===== src/verilog/crbk_pkg.sv =====
package crbk_pkg;
   // Stream layout
   localparam int DUMMY_BITS      = 5;
   localparam int FIRST_HIGH      = 2;
   localparam int ERR_BITS        = 4;
   localparam int LAST_HIGH       = 7;
   localparam int LAST_DATA_HIGH  = LAST_HIGH - ERR_BITS;
   localparam int CRC_BITS        = 11;
   localparam int LOAD_WIN        = 6;
   localparam int DONE_CLKS       = 3;
   // Frame geometry, free implementation choice
   localparam int DATA_BITS       = 16;
   localparam int FRAMES          = 4;
   localparam int FIDX_W          = 2;
   localparam int CNT_W           = 5;
   localparam int FRAME_BITS      = 1 + DATA_BITS + ERR_BITS;
   localparam int TOTAL_BITS      = DUMMY_BITS + FRAMES * FRAME_BITS + 1 + CRC_BITS;
   localparam int BIDX_W          = 7;
   // Capture overlay: four cell outputs, io output flop, two io inputs
   localparam int CAP_BITS        = 7;
   localparam int CAP_FRAME       = 1;
   localparam int CAP_LSB         = 8;
   // Function tables usable as writable memory
   localparam int RAM_FRAME       = 2;
   localparam int RAM_AW          = 3;
   // Signature
   localparam logic [10:0] CRC_POLY = 11'h005;
   localparam logic [10:0] CRC_INIT = 11'h000;
   // Controller shift clock: half period in system clocks
   localparam int CLK_HALF        = 10;
   localparam int DIV_W           = 4;
   localparam int REINIT_CLKS     = FRAMES;
   localparam int WORD_W          = DATA_BITS;
endpackage

===== src/verilog/crbk_link_if.sv =====
`timescale 1ns/1ps
`default_nettype none
interface crbk_link_if;
   logic readout_trigger;
   logic readout_shift_clock;
   logic readout_serial_out;
   logic read_in_progress;
   modport dev (
      input  readout_trigger,
      input  readout_shift_clock,
      output readout_serial_out,
      output read_in_progress
   );
   modport ctl (
      output readout_trigger,
      output readout_shift_clock,
      input  readout_serial_out,
      input  read_in_progress
   );
endinterface
`default_nettype wire


===== src/verilog/crbk_dev.sv =====
// Notes on behaviour
// - Trigger rise arms; rip rises next clock
// - One new bit per later clock rise
// - No preamble or header in stream
// - Five high dummies, then low start
// - First frame's first two data high
// - Four high check bits end frames
// - Last frame's closing seven bits high
// - Final start, 11-bit signature, rip falls
// - Config plain, captured states inverted
// - Capture latches complements on trigger rise
// - Capture off returns loaded config
// - Writable tables read current contents
// - Abort: trigger fall stops and rearms
// - Controller gives re-init clocks after abort
// - Config or user clock, rising edges
// - Frame loaded in six cycles before start
// - Controller keeps clock steady near starts
// - Controller may stall clock elsewhere
// - Controller tracks position, no boundary pause
// - Readback never disturbs user logic
// - Refuse until three clocks after done
`timescale 1ns/1ps
`default_nettype none
module crbk_dev (
   // Clock, reset, enable
   input  wire logic                           i_sys_clk,
   input  wire logic                           i_reset,
   input  wire logic                           i_ce,
   // Link
   crbk_link_if.dev                            lnk,
   // Options fixed at configuration
   input  wire logic                           i_opt_capture,
   input  wire logic                           i_opt_abort,
   input  wire logic                           i_opt_user_clk,
   // Clock pins and done
   input  wire logic                           i_config_clock,
   input  wire logic                           i_done,
   // Configuration load
   input  wire logic                           i_cfg_we,
   input  wire logic [crbk_pkg::FIDX_W-1:0]    i_cfg_frame,
   input  wire logic [crbk_pkg::DATA_BITS-1:0] i_cfg_word,
   // Table memory write
   input  wire logic                           i_ram_we,
   input  wire logic [crbk_pkg::RAM_AW-1:0]    i_ram_addr,
   input  wire logic                           i_ram_data,
   // Captured user states
   input  wire logic [3:0]                     i_logic_cell_out,
   input  wire logic                           i_io_cell_out_ff,
   input  wire logic                           i_io_input_first,
   input  wire logic                           i_io_input_second,
   // Status
   output logic                                o_ready
);
   typedef enum logic [2:0] {
      S_IDLE, S_ARM, S_DUMMY, S_START, S_DATA, S_ERR, S_END, S_CRC
   } crbk_dev_state_e;

   // Frame geometry comes from the package, not from the stream itself
   localparam int D     = crbk_pkg::DATA_BITS;
   localparam int CNT_W = crbk_pkg::CNT_W;

   crbk_dev_state_e                state_q;
   logic [D-1:0]                   cfg_mem [crbk_pkg::FRAMES];
   logic [2:0]                     clk_cfg_s_q;
   logic [2:0]                     clk_lnk_s_q;
   logic [2:0]                     trig_s_q;
   logic                           clk_prev_q;
   logic [1:0]                     done_cnt_q;
   logic [crbk_pkg::CAP_BITS-1:0]  cap_q;
   logic                           cap_en_q;
   logic [crbk_pkg::CNT_W-1:0]     cnt_q;
   logic [crbk_pkg::FIDX_W-1:0]    fidx_q;
   logic [D-1:0]                   sh_q;
   logic [D-1:0]                   nxt_q;
   logic [10:0]                    crc_q;
   logic [10:0]                    crc_sh_q;
   logic                           out_q;
   logic                           rip_q;
   logic                           ready_q;

   // Clock selection after synchronising both pins
   wire                            clk_sel   = i_opt_user_clk ? clk_lnk_s_q[1]
                                                              : clk_cfg_s_q[1];
   wire                            clk_rise  = i_ce & clk_sel & ~clk_prev_q;
   wire                            trig_rise = i_ce & trig_s_q[1] & ~trig_s_q[2];
   wire                            trig_fall = i_ce & ~trig_s_q[1] & trig_s_q[2];
   wire                            abort     = i_opt_abort & trig_fall & (state_q != S_IDLE);
   wire                            is_last   = (fidx_q == crbk_pkg::FIDX_W'(crbk_pkg::FRAMES - 1));
   wire [crbk_pkg::FIDX_W-1:0]     nxt_idx   = (state_q == S_ARM) ? '0 : fidx_q + 1'b1;

   // Next frame word with overlays
   wire [D-1:0]                    raw_word  = cfg_mem[nxt_idx];
   wire                            cap_here  = cap_en_q &
                                               (nxt_idx == crbk_pkg::FIDX_W'(crbk_pkg::CAP_FRAME));
   wire [D-1:0]                    cap_mask  = D'({crbk_pkg::CAP_BITS{1'b1}}) << crbk_pkg::CAP_LSB;
   wire [D-1:0]                    cap_word  = D'(cap_q) << crbk_pkg::CAP_LSB;
   wire [D-1:0]                    w_cap     = cap_here ? ((raw_word & ~cap_mask) | cap_word)
                                                        : raw_word;
   wire [D-1:0]                    first_m   = {{crbk_pkg::FIRST_HIGH{1'b1}},
                                                {(D - crbk_pkg::FIRST_HIGH){1'b0}}};
   wire [D-1:0]                    last_m    = D'({crbk_pkg::LAST_DATA_HIGH{1'b1}});
   wire                            nxt_first = (nxt_idx == '0);
   wire                            nxt_last  = (nxt_idx == crbk_pkg::FIDX_W'(crbk_pkg::FRAMES - 1));
   wire [D-1:0]                    nxt_word  = w_cap | (nxt_first ? first_m : '0)
                                               | (nxt_last ? last_m : '0);

   // Signature over the data bits
   wire                            data_bit  = sh_q[D-1];
   wire                            crc_fb    = crc_q[10] ^ data_bit;
   wire [10:0]                     crc_d     = {crc_q[9:0], 1'b0} ^ (crc_fb ? crbk_pkg::CRC_POLY
                                                                            : 11'h000);

   assign lnk.readout_serial_out = out_q;
   assign lnk.read_in_progress   = rip_q;
   assign o_ready                = ready_q;

   // Memory written by loading and by user table writes only
   always_ff @(posedge i_sys_clk) begin
      if (i_ce) begin
         if (i_cfg_we) begin
            cfg_mem[i_cfg_frame] <= i_cfg_word;
         end else if (i_ram_we) begin
            cfg_mem[crbk_pkg::RAM_FRAME][i_ram_addr] <= i_ram_data;
         end
      end
   end

   // Pin synchronisers
   always_ff @(posedge i_sys_clk or posedge i_reset) begin
      if (i_reset) begin
         clk_cfg_s_q <= '0;
         clk_lnk_s_q <= '0;
         trig_s_q    <= '0;
         clk_prev_q  <= 1'b0;
      end else if (i_ce) begin
         clk_cfg_s_q <= {clk_cfg_s_q[1:0], i_config_clock};
         clk_lnk_s_q <= {clk_lnk_s_q[1:0], lnk.readout_shift_clock};
         trig_s_q    <= {trig_s_q[1:0], lnk.readout_trigger};
         clk_prev_q  <= clk_sel;
      end
   end

   // Done qualification; a done drop clears it
   always_ff @(posedge i_sys_clk or posedge i_reset) begin
      if (i_reset) begin
         done_cnt_q <= '0;
         ready_q    <= 1'b0;
      end else if (i_ce) begin
         if (!i_done) begin
            done_cnt_q <= '0;
            ready_q    <= 1'b0;
         end else if (clk_rise && done_cnt_q != 2'(crbk_pkg::DONE_CLKS)) begin
            done_cnt_q <= done_cnt_q + 1'b1;
         end
         if (i_done && done_cnt_q == 2'(crbk_pkg::DONE_CLKS)) begin
            ready_q <= 1'b1;
         end
      end
   end

   // Stream sequencer; only reads user state, never drives it
   always_ff @(posedge i_sys_clk or posedge i_reset) begin
      if (i_reset) begin
         state_q  <= S_IDLE;
         cap_q    <= '0;
         cap_en_q <= 1'b0;
         cnt_q    <= '0;
         fidx_q   <= '0;
         sh_q     <= '0;
         nxt_q    <= '0;
         crc_q    <= crbk_pkg::CRC_INIT;
         crc_sh_q <= '0;
         out_q    <= 1'b1;
         rip_q    <= 1'b0;
      end else if (abort) begin
         state_q <= S_IDLE;
         rip_q   <= 1'b0;
         out_q   <= 1'b1;
      end else if (state_q == S_IDLE) begin
         if (trig_rise && ready_q) begin
            state_q  <= S_ARM;
            cap_en_q <= i_opt_capture;
            if (i_opt_capture) begin
               cap_q <= ~{i_logic_cell_out, i_io_cell_out_ff,
                          i_io_input_first, i_io_input_second};
            end
         end
      end else if (clk_rise) begin
         cnt_q <= cnt_q + 1'b1;
         case (state_q)
            S_ARM: begin
               rip_q   <= 1'b1;
               nxt_q   <= nxt_word;
               fidx_q  <= '0;
               crc_q   <= crbk_pkg::CRC_INIT;
               cnt_q   <= '0;
               state_q <= S_DUMMY;
            end
            S_DUMMY: begin
               out_q <= 1'b1;
               if (cnt_q == CNT_W'(crbk_pkg::DUMMY_BITS - 1)) begin
                  cnt_q   <= '0;
                  state_q <= S_START;
               end
            end
            S_START: begin
               out_q   <= 1'b0;
               sh_q    <= nxt_q;
               cnt_q   <= '0;
               state_q <= S_DATA;
            end
            S_DATA: begin
               out_q <= data_bit;
               sh_q  <= {sh_q[D-2:0], 1'b0};
               crc_q <= crc_d;
               if (cnt_q == CNT_W'(D + crbk_pkg::ERR_BITS - crbk_pkg::LOAD_WIN) && !is_last) begin
                  nxt_q <= nxt_word;
               end
               if (cnt_q == CNT_W'(D - 1)) begin
                  cnt_q   <= '0;
                  state_q <= S_ERR;
               end
            end
            S_ERR: begin
               out_q <= 1'b1;
               if (cnt_q == CNT_W'(crbk_pkg::ERR_BITS - 1)) begin
                  cnt_q   <= '0;
                  fidx_q  <= fidx_q + 1'b1;
                  state_q <= is_last ? S_END : S_START;
               end
            end
            S_END: begin
               out_q    <= 1'b0;
               crc_sh_q <= crc_q;
               cnt_q    <= '0;
               state_q  <= S_CRC;
            end
            S_CRC: begin
               out_q    <= crc_sh_q[10];
               crc_sh_q <= {crc_sh_q[9:0], 1'b0};
               if (cnt_q == CNT_W'(crbk_pkg::CRC_BITS)) begin
                  out_q   <= 1'b1;
                  rip_q   <= 1'b0;
                  state_q <= S_IDLE;
               end
            end
            default: begin
               state_q <= S_IDLE;
            end
         endcase
      end
   end
endmodule
`default_nettype wire


===== src/flat_wrapper.sv =====
// flat-port wrapper written by rule: the top's interface ports become plain ports
module crbk_dev_flat 
  (i_sys_clk, i_reset, i_ce, i_opt_capture, i_opt_abort, i_opt_user_clk, i_config_clock, i_done, i_cfg_we, i_cfg_frame, i_cfg_word, i_ram_we, i_ram_addr, i_ram_data, i_logic_cell_out, i_io_cell_out_ff, i_io_input_first, i_io_input_second, o_ready, lnk_readout_trigger, lnk_readout_shift_clock, lnk_readout_serial_out, lnk_read_in_progress);
  crbk_link_if lnk_i ();
  input  wire logic i_sys_clk;
  input  wire logic i_reset;
  input  wire logic i_ce;
  input  wire logic i_opt_capture;
  input  wire logic i_opt_abort;
  input  wire logic i_opt_user_clk;
  input  wire logic i_config_clock;
  input  wire logic i_done;
  input  wire logic i_cfg_we;
  input  wire logic [crbk_pkg::FIDX_W-1:0] i_cfg_frame;
  input  wire logic [crbk_pkg::DATA_BITS-1:0] i_cfg_word;
  input  wire logic i_ram_we;
  input  wire logic [crbk_pkg::RAM_AW-1:0] i_ram_addr;
  input  wire logic i_ram_data;
  input  wire logic [3:0] i_logic_cell_out;
  input  wire logic i_io_cell_out_ff;
  input  wire logic i_io_input_first;
  input  wire logic i_io_input_second;
  output logic o_ready;
  input wire logic [$bits(lnk_i.readout_trigger)-1:0] lnk_readout_trigger;
  input wire logic [$bits(lnk_i.readout_shift_clock)-1:0] lnk_readout_shift_clock;
  output wire logic [$bits(lnk_i.readout_serial_out)-1:0] lnk_readout_serial_out;
  output wire logic [$bits(lnk_i.read_in_progress)-1:0] lnk_read_in_progress;
  assign lnk_i.readout_trigger = lnk_readout_trigger;
  assign lnk_i.readout_shift_clock = lnk_readout_shift_clock;
  assign lnk_readout_serial_out = lnk_i.readout_serial_out;
  assign lnk_read_in_progress = lnk_i.read_in_progress;
  crbk_dev u_core (.i_sys_clk(i_sys_clk), .i_reset(i_reset), .i_ce(i_ce), .lnk(lnk_i), .i_opt_capture(i_opt_capture), .i_opt_abort(i_opt_abort), .i_opt_user_clk(i_opt_user_clk), .i_config_clock(i_config_clock), .i_done(i_done), .i_cfg_we(i_cfg_we), .i_cfg_frame(i_cfg_frame), .i_cfg_word(i_cfg_word), .i_ram_we(i_ram_we), .i_ram_addr(i_ram_addr), .i_ram_data(i_ram_data), .i_logic_cell_out(i_logic_cell_out), .i_io_cell_out_ff(i_io_cell_out_ff), .i_io_input_first(i_io_input_first), .i_io_input_second(i_io_input_second), .o_ready(o_ready));
endmodule

===== config.mk =====
export PLATFORM = sky130hd
export DESIGN_NAME = crbk_dev_flat
export DESIGN_NICKNAME = d
export VERILOG_FILES = /design/src/verilog/crbk_pkg.sv /design/src/verilog/crbk_link_if.sv /design/src/verilog/crbk_dev.sv /design/src/flat_wrapper.sv
export SDC_FILE = /design/constraint.sdc
export NUM_CORES = 1
export LEC_CHECK = 0
export ABC_AREA = 1
export BUFFER_PORTS_ARGS = -buffer_cell sky130_fd_sc_hd__buf_2
export CAP_MARGIN = 20
export CORE_MARGIN = 2
export CORE_UTILIZATION = 24
export DETAILED_ROUTE_END_ITERATION = 8
export HOLD_SLACK_MARGIN = 0.05
export PLACE_DENSITY = 0.41
export SETUP_SLACK_MARGIN = 0.3
export SKIP_CTS_REPAIR_TIMING = 1
export SYNTH_ARGS = -nofsm -noshare
export SYNTH_HDL_FRONTEND = slang
export SYNTH_SLANG_ARGS = --single-unit
export TNS_END_PERCENT = 50

===== constraint.sdc =====
create_clock -name i_sys_clk -period 2.9 [get_ports i_sys_clk]
set_input_delay 0.725 -clock i_sys_clk [delete_from_list [all_inputs] [get_ports i_sys_clk]]
set_output_delay 0.725 -clock i_sys_clk [all_outputs]
set_load 0.01 [all_outputs]

# Word level (Yosys, flattened, before mapping)
# Memory sizes are Yosys's and may differ from the RTL's.
# Index checks and enable logic that the tools add are counted.
# totals
regBits	85
n_memories	1
inputBits	41
output_inout_bits	3
ram_bits	64
word_cells	158
# op_classes
muxes	53
bitwise_logic	20
n_reduce_logical	34
magnitude_cmp	2
add_sub_neg	3
n_eq_ne	28
# memory_table
memory	words	word_bits	rd	rd_ports_with_merged_regs	write_ports	line_no	rtl
u_core.cfg_mem	4	16	1	0	1	crbk_dev.sv:64	logic [D-1:0] cfg_mem [crbk_pkg::FRAMES];
# op_table
op	n
$mux W16	4
$pmux W16 S2	2
$pmux W11 S2	2
$mux W3	11
$or A16 B16 Y16	2
$pmux W3 S7	1
$pmux W5 S4	1
$reduce_and A4 Y1	5
$mux W1	18
$ne A4 B1 Y1 const B	4
$or A16 B15 Y16	1
$reduce_or A16 Y1	1
$eq A5 B4 Y1 const B	3
$mux W5	3
$eq A3 B3 Y1 const B	4
$xor A11 B11 Y11	1
$mux W2	5
$ne A2 B1 Y1 const B	5
$reduce_and A5 Y1	2
$reduce_bool A2 Y1	5
$and A1 B1 Y1	9
$mux W9	1
$reduce_and A3 Y1	3
$reduce_bool A3 Y1	3
30 further kinds	44

# Depth between registers and ports, before layout
# Gate-level depths: netlist of run 1.
# logic_depth
depth_word	9
depth_mapped	12
ltp_nobuf	12

# Worst setup path after synthesis of run 1
# No wires, ideal clock.
# synth_timing
path_kind	input port to flip-flop
start	input port i_ce
end	memory u_core.cfg_mem[3][10] (netlist bit), enable pin
stages	5
t_arrival_ns	1.742
required_ns	2.574
slack_ns	0.833
path_buffers	2
setup_ns	0.326
path_cell_list	buf_6 -> nand3_1 -> buf_2 -> nand4_1 -> inv_1
# synth_via
elab_chain_cells	4
word_cells_on_any_way	7
cone_classes	6 x mux; 1 x reduce/logical
# synth_lines
element	line_no	rtl
from (decl)	flat_wrapper.sv:7	input wire logic i_ce;
$mux W1	crbk_dev.sv:120	if (i_ce) begin
$mux W8 (implied by the code)	crbk_dev.sv:124	cfg_mem[crbk_pkg::RAM_FRAME][i_ram_addr] <= i_ram_data;
$reduce_or A16 Y1 (no source line)	-	
$mux W2 (no source line) or $mux W9 (tied branches)	-	
to (decl)	crbk_dev.sv:64	
# Several ways; a longest one is shown, not always the timed one.

# Worst setup path after layout of run 1
# layout_timing
start	input port i_ce
end	memory u_core.cfg_mem[3][1] (netlist bit) (data pin)
# layout_via
elab_chain_cells	4
# layout_lines
element	line_no
$mux W1	crbk_dev.sv:120
$mux W8 (implied by the code)	crbk_dev.sv:124
$reduce_or A16 Y1 (no source line)	-
$mux W16 (no source line)	-
# Every way passes these cells. The select of a mux whose other input is x is not followed.

==> results of run 1 <==
-- worst reg2reg max path, cell delays in order (launching register included) --
cell and delay [ns]:
dfrtp_1 0.42, inv_1 0.10, ha_1 0.25, nand2_4 0.26, nand2_1 0.15, inv_1 0.11
nor2_8 0.47, nand3_1 0.14, o21ai_1 0.11
-- logic make-up (layout without fill, tap and decap cells) --
kind of cell | after synthesis | in the layout
and+or+nand+nor | 362 | 362
DFF | 147 | 147
buffers and inverters | 143 | 208
AOI/OAI and AO/OA | 137 | 137
adders and majority gates | 11 | 11
xor gates and xnor gates | 2 | 2
-- sequential cells by signal (all words and copies together), names as in the netlist --
signal                         flops
u_core.cap_en_q                    1
u_core.clk_prev_q                  1
u_core.clk_lnk_s_q                 2
u_core.nxt_q                      16
u_core.cfg_mem                    62
u_core.fidx_q                      2
u_core.sh_q                       16
u_core.lnk.read_in_progress        1
u_core.o_ready                     1
u_core.crc_q                      11
u_core.trig_s_q                    3
u_core.state_q                     3
u_core.cap_q                       7
u_core.crc_sh_q                   11
u_core.clk_cfg_s_q                 2
u_core.done_cnt_q                  2
u_core.lnk.readout_serial_out      1
u_core.cnt_q                       5
-- worst max-delay path by stage --
stage                       from                    end  slack, ns  cells past startpoint
2_1_floorplan               i_ce  u_core.cfg_mem[3][10]       0.83                      5
4_1_cts        u_core.state_q[0]         u_core.sh_q[0]       0.78                      8
6_report                    i_ce   u_core.cfg_mem[3][1]       0.79                      5
3_5_place_dp                i_ce   u_core.cfg_mem[3][1]       0.34                      5
3_3_place_gp                i_ce   u_core.cfg_mem[0][3]       0.39                      5
5_1_grt        u_core.state_q[0]         u_core.sh_q[0]       0.58                      8
-- report_power, final --
| part | switching [mW] | internal, mW |
|---|---|---|
| sequential | 0.279 | 2.63 |
| combinational | 1.49 | 0.808 |
| clock | 0.936 | 1.19 |
-- synth_stat cells (all sizes together) --
library cell	number	area, um2
a21o	1	7.510
dfrtp	84	2102
a31oi	3	18.77
a21oi	24	153.9
inv	119	456.7
o22ai	2	12.51
dfstp	1	26.28
nor2	74	350.3
nand4	7	43.79
buf	17	157.7
o21ai	98	561.8
o21a	1	7.510
nand2	235	942.1
o21bai	1	7.510
xor2	2	17.52
edfxtp	62	1862
ha	11	137.6
nand3	36	180.2
nor3	3	15.01
o211ai	7	52.55
clkbuf	7	26.28
or2	7	43.80
-- through the flow --
stage               power, mW  worst slack [ns]  utilization  std cells  cell area, um2
finish                  7.325            0.7938       0.2836       1257            8383
global route            7.925            0.5766       0.2836       1257            8383
detailed placement      5.301            0.3358       0.2647       1225            7824
global placement        5.276            0.3866       0.2647       1225            7824
CTS                     7.460            0.7810       0.2836       1257            8383
floorplan               4.643            0.8327            -        802            7187
-- area by class of cell --
class                      instances  share of cell area
clock buffer                      17             0.05075
clock inverter                    15             0.01597
inverter                         119             0.05493
multi-input combinational        512              0.3045
sequential                       147              0.4760
tap                              390             0.05821
timing repair buffer              57             0.03970
-- metal layers --
layer  GRT usage  vias to the layer above  part of all wire
li1            -                     2685                 -
met1      0.1552                     2338              0.50
met2      0.1839                       64              0.46
met3     0.02169                       19             0.025
met4     0.04339                        0             0.019
met5           0                        -                 0
-- cells in the final DEF (no fill, tap or decap), drive strengths merged, types with 2 or more instances in the layout --
cell        n
a21oi      24
a31oi       3
buf        57
clkbuf     17
clkinv      7
clkinvlp    5
dfrtp      84
edfxtp     62
ha         11
inv       121
nand2     235
nand3      36
nand4       7
nor2       74
nor3        3
o211ai      7
o21ai      98
o22ai       2
or2         7
xor2        2
==> summary.txt, run 1 <==
Setup path
  – Crit Path Class: input pin to flip-flop
  – Worst reg2reg setup slack: 0.81 ns
  – Reg-to-reg endpoint: u_core.sh_q[0]
  – CP Capture Type: flip-flop
  – Critical path's most frequent cell: nand2_1
  – Crit-path leading delay family: simple AND/OR/NAND/NOR gates
  – CP arrival: 2.36 ns
  – RR Startpoint: u_core.state_q[0]
  – CP max stage delay: roughly 0.42 ns
  – CP startpoint kind: input pin
  – CP Cell Sequence: buf_2 > nand3_1 > inv_1 > nand2_1 > nand2_1
  – Crit path buf inv count: 2
  – Worst endpoint required time: 3.15 ns
  – Crit-path max FO: 17
  – Slowest cell on crit path: inv_1
  – R2R cell count: 8

Clocking
  – CTS Buffer Depth: 2
  – Clock Sinks: 147
  – H-tree levels: 4
  – CTS tree: yes
  – Number of buffers created by CTS: 17
  – Clk root buf: clkbuf_16
  – CTS clk-pin slew, worst paths: about 0.070 ns
  – Clk_lat worst skew: around 0.42 ns

Global routing
  – GR Util All Layers: 0.1154
  – Largest net degree at the start of global routing: between 40 and 50
  – Gr ovfl total: 0
  – Initial antenna violation count: 0
  – First-pass GRT wire length: 28080 um
  – Vias in the first global route: ~5300

Pwr
  – P per Cell Area: between 800 and 900 mW/mm2
  – Peak supply drop: 339.0 uV
  – Pleak: 4.014 nW

Placed design
  – DP Wirelength: 11850 um
  – Routability cong.: 0.7601
  – PortBufs: 43

Status
  – Status: finished, final reports clean

Finish
  – Final nets: about 910
  – FF/Latch Area: 0.003990 mm2
  – Syn-to-layout area delta: 16.70%
  – Multi-input gate area: between 0.002 and 0.003 mm2
  – FILL cells: 3223
  – N_diodes: 0
  – Proportion of layout cells with a drive suffix above 1: 0.1799

Die
  – IO Pins: 44
  – Std-Cell Rows: 63
  – DIE WIDTH: about 180 um
  – Die ar.: 0.03133 mm2
  – Core footprint: 0.02956 mm2
  – Starting density of the core: 0.2430
  – Die H: 177 um

STA
  – Setup Skew: 0.01127 ns
  – Worst Hold Slack: 0.3523 ns
  – RSZ-0062 raised after global routing: no
  – Period minus WS final: 2.106 ns
  – Slew Viols, Final: 0
  – Fin Setup TNS: 0 ns
  – Worst slew pin tran: 0.5484 ns
  – Final hold vios: 0
  – Period utilization: 0.7263
  – Endpoints failing setup: 0
  – FMAX: 474.8 MHz
  – Worst slew margin: 0.6336

Logic synthesis
  – Simple-gate area share of the yosys netlist: 0.2193
  – Post-synthesis cell count: 802
  – Mux cell area share after synthesis: 0
  – Synthesized area per cell: between 8 and 9 um2
  – Number of synthesized register bits: 147
  – Syn_nets: 854
  – Post-Synth XOR/XNOR Area: 0.002439
  – Post-synthesis cell type count: 38
  – Post-synthesis cell area: 0.007183 mm2
  – Synth Area in Compound Gates: 0.1144
  – Synth warn: 0
  – Share of synthesized cell area in full adder, half adder and majority cells: 0.01916
  – Largest family of logic cells by synthesized area: simple AND/OR/NAND/NOR gates
  – Sequential fraction of the synthesis area: 0.5555

Route
  – DRT Wirelength: 16560 um
  – Wire per inst: 13.17 um
  – Via count: 5106
  – DR pass1 iterations: 4
  – Initial DRC Count: 248
  – Final ANT Viol Nets: 0
  – Vias per inst: 4.062
  – DR DRC count: 0

Worst hold path
  – Worst Hold Class: input pin to async pin

Job
  – Max Cap Viol: 0
(Power assumes the default switching activity.)
==> run 2: changes to the inputs <==
Settings changed: PLACE_DENSITY 0.41 to 0.39.
Clock period 2.9 ns to 2.08 ns, I/O delays scaled along.
==> summary.txt, run 2 (synthesis gave the netlist of run 1 again) <==
STA
  – Worst slew margin: 0.5961
  – Endpoints failing setup: 0
  – RSZ-0062 raised after global routing: yes
  – Worst Hold Slack: approximately 0.17 ns
  – Setup Skew: approximately 0.018 ns
  – Period minus WS final: between 1.5 and 2 ns
  – Period utilization: 0.8054
  – Fin Setup TNS: 0 ns
  – Worst slew pin tran: 0.6046 ns
  – Final hold vios: 0
  – FMAX: just under 600 MHz
  – Post-route setup slack: ~0.40 ns
  – Slew Viols, Final: 0

Die
  – Std-Cell Rows: 63
  – Die H: 177 um
  – DIE WIDTH: around 180 um
  – Starting density of the core: 0.2430
  – Die ar.: between 0.03 and 0.04 mm2
  – IO Pins: 44
  – Core footprint: 0.02956 mm2

Pwr
  – Pleak: 4.187 nW
  – Seq pwr share: 0.378
  – Sw frac: 0.3678
  – Gate power share: 0.336
  – Peak supply drop: 517.1 uV
  – Power share of the clock group: 0.286
  – Int Power: slightly below 7 mW
  – P per Cell Area: 1215 mW/mm2
  – Switch Pwr: 3.942 mW

Setup path
  – Critical path's most frequent cell: nand2_4
  – CP max stage delay: between 0.4 and 0.5 ns
  – CP startpoint kind: flip-flop
  – CP Cell Sequence: inv_1 > ha_4 > nand2_4 > inv_2 > nor2_4 > nand2_4 > nor2_8 > buf_12 > nor2_1 > a21oi_1
  – Crit-path max FO: 8
  – Worst reg2reg setup slack: 0.40 ns
  – Reg-to-reg endpoint: u_core.sh_q[15]
  – Crit path buf inv count: 3
  – Crit-path leading delay family: simple AND/OR/NAND/NOR gates
  – Worst path depth: 10
  – R2R cell count: 10
  – CP arrival: 2.01 ns
  – Crit Path Class: flip-flop to flip-flop
  – Worst endpoint required time: between 2 and 2.5 ns
  – Slowest cell on crit path: dfrtp_2
  – CP Capture Type: flip-flop
  – RR Startpoint: u_core.state_q[0]

Finish
  – Largest Register: u_core.cfg_mem
  – Proportion of layout cells with a drive suffix above 1: 0.2228
  – Final Util: 0.2985
  – Syn-to-layout area delta: 22.82%
  – Largest register FFs: 62
  – N_diodes: 0
  – Commonest non-fill, non-tap cell in the layout: nand2_1
  – Post-route design area: 0.008822 mm2
  – Largest regs: u_core.cfg_mem: 62 flops, u_core.nxt_q: 16 flops, u_core.sh_q: 16 flops
  – Final nets: 932
  – Most frequent cells in the layout: 219 x nand2_1, 105 x inv_1, 83 x dfrtp_1

Status
  – Status: finished, final reports clean

Clocking
  – CTS tree: yes
  – CTS clk-pin slew, worst paths: 0.07 ns
  – Clk_lat worst skew: 0.42 ns
  – H-tree levels: 4
  – Clock Sinks: 147
  – CTS Buffer Depth: 2
  – Number of buffers created by CTS: 17
  – Clk root buf: clkbuf_16

Worst hold path
  – Worst Hold Class: input pin to async pin

Global routing
  – Gr ovfl total: 0
  – First-pass GRT wire length: ~28000 um
  – Largest net degree at the start of global routing: 37
  – Vias in the first global route: roughly 5200
  – Initial antenna violation count: 0
  – GR Util All Layers: 0.1155

Placed design
  – Routability cong.: ~0.74
  – Pre-CTS setup slack: ~0.030 ns
  – PortBufs: 43
  – DP Wirelength: 12190 um
  – DP Area: 0.007971 mm2

Route
  – DR DRC count: 0
  – Wire per inst: 13.57 um
  – DR pass1 iterations: 4
  – Final ANT Viol Nets: 0
  – Via count: 5230
  – DRT Wirelength: around 17000 um
  – Initial DRC Count: 320
  – Vias per inst: 4.076

Job
  – Max Cap Viol: 0
==> run 2: cell count changes in the layout (fill, tap and decap cells not counted), sizes merged <==
| cell | before | now |
|---|---|---|
| nor2 | 74 | 75 |
| clkbuf | 17 | 21 |
| inv | 121 | 122 |
| buf | 57 | 79 |
| nand2 | 235 | 236 |
| clkinvlp | 5 | 3 |
| clkinv | 7 | 6 |
==> run 2: layout make-up <==
class                   instances  area, um2
fillers                      3167      20740
flip-flops and latches        147       3991
multi-input cells             514       2668
repair buffers                 81      630.6
well taps                     390      488.0
inverters                     119      465.4
clock buffers                  19      454.2
clock inverters                13      125.1
==> run 2: worst max path at each step <==
stage / from / to / slack (ns)
global route: u_core.state_q[1] / u_core.state_q[0] / 0.28
global placement: i_ce / u_core.crc_sh_q[9] / 0.08
finish: u_core.state_q[0] / u_core.sh_q[15] / 0.40
detailed placement: i_ce / u_core.crc_sh_q[3] / 0.03
floorplan: i_ce / u_core.cfg_mem[3][10] / 0.22
CTS: u_core.state_q[0] / u_core.crc_sh_q[1] / 0.20
==> run 2: power groups by stage <==
stage	Sequential (mW)	Combinational, mW	Clock [mW]
2_1_floorplan	3.99	2.49	0
3_3_place_gp	4.11	3.40	0
3_5_place_dp	4.11	3.38	0
4_1_cts	4.06	3.39	3.17
5_1_grt	4.14	4.13	3.29
6_report	4.06	3.60	3.07
==> run 2: metal layers <==
layer  GRT usage  share of wire
met1      0.1576           0.50
met2      0.1830           0.47
met3     0.02234          0.026
met4     0.03891         0.0079
met5           0              0
==> run 2: per-stage QoR <==
| step | instances | total power, mW |
|---|---|---|
| 6_report | 1283 | 10.72 |
| 5_1_grt | 1283 | 11.57 |
| 3_3_place_gp | 1238 | 7.502 |
| 4_1_cts | 1270 | 10.62 |
| 2_1_floorplan | 802 | 6.473 |
| 3_5_place_dp | 1238 | 7.487 |
==> run 3: changes to the inputs <==
Clock period 2.08 ns to 1.6 ns, I/O delays scaled along.
==> summary.txt, run 3 (synthesis gave the netlist of run 1 again) <==
Route
  – DR DRC count: 0
  – Initial DRC Count: 250
  – Vias per inst: 4.094
  – Final ANT Viol Nets: 0
  – DR pass1 iterations: 4
  – DRT Wirelength: around 18000 um
  – Wire per inst: 13.14 um
  – Via count: between 5000 and 6000

Die
  – Std-Cell Rows: 63
  – Starting density of the core: 0.2430
  – Die ar.: 0.03133 mm2
  – IO Pins: 44
  – Core footprint: 0.02956 mm2
  – Die H: 177 um
  – DIE WIDTH: about 180 um

STA
  – Fin Setup TNS: -0.02795 ns
  – Worst slew pin tran: 0.4502 ns
  – Post-route setup slack: -0.01634 ns
  – Worst Hold Slack: ~0.15 ns
  – Period minus WS final: 1.616 ns
  – RSZ-0062 raised after global routing: yes
  – Slew Viols, Final: 0
  – Final hold vios: 0
  – Setup Skew: 0.007453 ns
  – Endpoints failing setup: 2
  – Worst slew margin: 0.6992
  – Period utilization: 1.010
  – FMAX: between 600 and 700 MHz

Setup path
  – RR Startpoint: u_core.cnt_q[1]
  – R2R cell count: 8
  – CP Capture Type: flip-flop
  – Slowest cell on crit path: dfrtp_1
  – CP arrival: 1.94 ns
  – CP Cell Sequence: ha_2 > inv_2 > nor2_4 > ha_2 > or2_1 > a21o_1 > nand3_1 > nand2_1
  – Critical path's most frequent cell: ha_2
  – Crit-path leading delay family: simple AND/OR/NAND/NOR gates
  – Crit path buf inv count: 1
  – CP max stage delay: roughly 0.38 ns
  – Reg-to-reg endpoint: u_core.state_q[1]
  – Crit path from: u_core.cnt_q[1]
  – CP startpoint kind: flip-flop
  – Worst reg2reg setup slack: -0.02 ns
  – Worst endpoint required time: 1.92 ns
  – Crit-path max FO: 4
  – Crit Path Class: flip-flop to flip-flop

Finish
  – Final Util: 0.3225
  – N_diodes: 0
  – FILL cells: between 3000 and 4000
  – Largest register FFs: 62
  – Most frequent cells in the layout: 205 x nand2_1, 95 x inv_1, 82 x dfrtp_1
  – Commonest non-fill, non-tap cell in the layout: nand2_1
  – Proportion of layout cells with a drive suffix above 1: 0.3125
  – Syn-to-layout area delta: 32.69%
  – Largest Register: u_core.cfg_mem
  – Largest regs: u_core.cfg_mem: 62 flops, u_core.nxt_q: 16 flops, u_core.sh_q: 16 flops
  – Final nets: 983

Clocking
  – CTS Buffer Depth: 2
  – H-tree levels: 4
  – Clk_lat worst skew: 0.43 ns
  – CTS tree: yes
  – CTS clk-pin slew, worst paths: 0.07 ns
  – Clk root buf: clkbuf_16
  – Number of buffers created by CTS: 17
  – Clock Sinks: 147

Pwr
  – Peak supply drop: 535.0 uV
  – Pleak: 4.481 nW
  – P per Cell Area: 1564 mW/mm2

Status
  – Failing checks: setup timing
  – Status: finished, violations left

Worst hold path
  – Critical hold path startpoint: i_logic_cell_out[0]
  – Worst Hold Depth: 2
  – Worst Hold Class: input pin to flip-flop
  – Hold EP: u_core.cap_q[3]

Global routing
  – GR Util All Layers: 0.1179
  – Vias in the first global route: 5183
  – Largest net degree at the start of global routing: 38
  – First-pass GRT wire length: 28200 um
  – Gr ovfl total: 0
  – Initial antenna violation count: 0

Placed design
  – PortBufs: 43
  – Pre-CTS setup slack: -0.1666 ns
  – Routability cong.: 0.7518
  – DP Wirelength: 12710 um

Job
  – Max Cap Viol: 0
## run 3: changes by cell type in the layout (fill, tap and decap cells not counted), sizes merged
cell         previous run  this run
buf                    79       129
clkbuf                 21        20
clkinv                  6         3
clkinvlp                3         7
dlygate4sd3             0         1
## run 3: worst max path at each step
stage	end	slack, ns	cells past startpoint
floorplan	u_core.cfg_mem[3][10]	0.07	5
global placement	u_core.crc_q[1]	-0.16	9
detailed placement	u_core.crc_q[1]	-0.17	9
CTS	u_core.crc_q[1]	-0.17	9
global route	u_core.crc_q[2]	-0.12	10
finish	u_core.state_q[1]	-0.02	8
## run 3: report_power, final
part / switching [mW] / internal (mW) / total [mW]
clock: 1.76 / 2.19 / 3.95
sequential: 0.443 / 4.77 / 5.22
combinational: 3.32 / 2.42 / 5.74
total: 5.52 / 9.39 / 14.9
## run 3: final cells by class
class                           count  area, um2  area share
Sequential cell                   147       3993      0.4189
Multi-Input combinational cell    514       2863      0.3003
Timing Repair Buffer              132       1127      0.1183
Tap cell                          390      488.0     0.05119
Inverter                          119      485.5     0.05093
Clock buffer                       18      429.2     0.04502
Clock inverter                     14      146.4     0.01536
## run 3: metrics by stage
stage,instances,power [mW],instance area (um2)
2_1_floorplan,802,8.653,7345
3_3_place_gp,1283,10.41,8533
3_5_place_dp,1283,10.41,8533
4_1_cts,1315,14.44,9109
5_1_grt,1334,16.08,9532
6_report,1334,14.90,9532
## run 3: worst reg2reg max path, cell delays in order, from the launching register on
cell	delay, ns
dfrtp_1	0.38
ha_2	0.19
inv_2	0.09
nor2_4	0.04
ha_2	0.17
or2_1	0.24
a21o_1	0.24
nand3_1	0.11
nand2_1	0.06
## run 3: metal layers
metal  vias to the layer above  share of wire  GRT usage
li1                       2845              -          -
met1                      2552           0.49     0.1597
met4                         0          0.013    0.04029
met2                        48           0.47     0.1861
met3                        16          0.022    0.02534
met5                         -              0          0
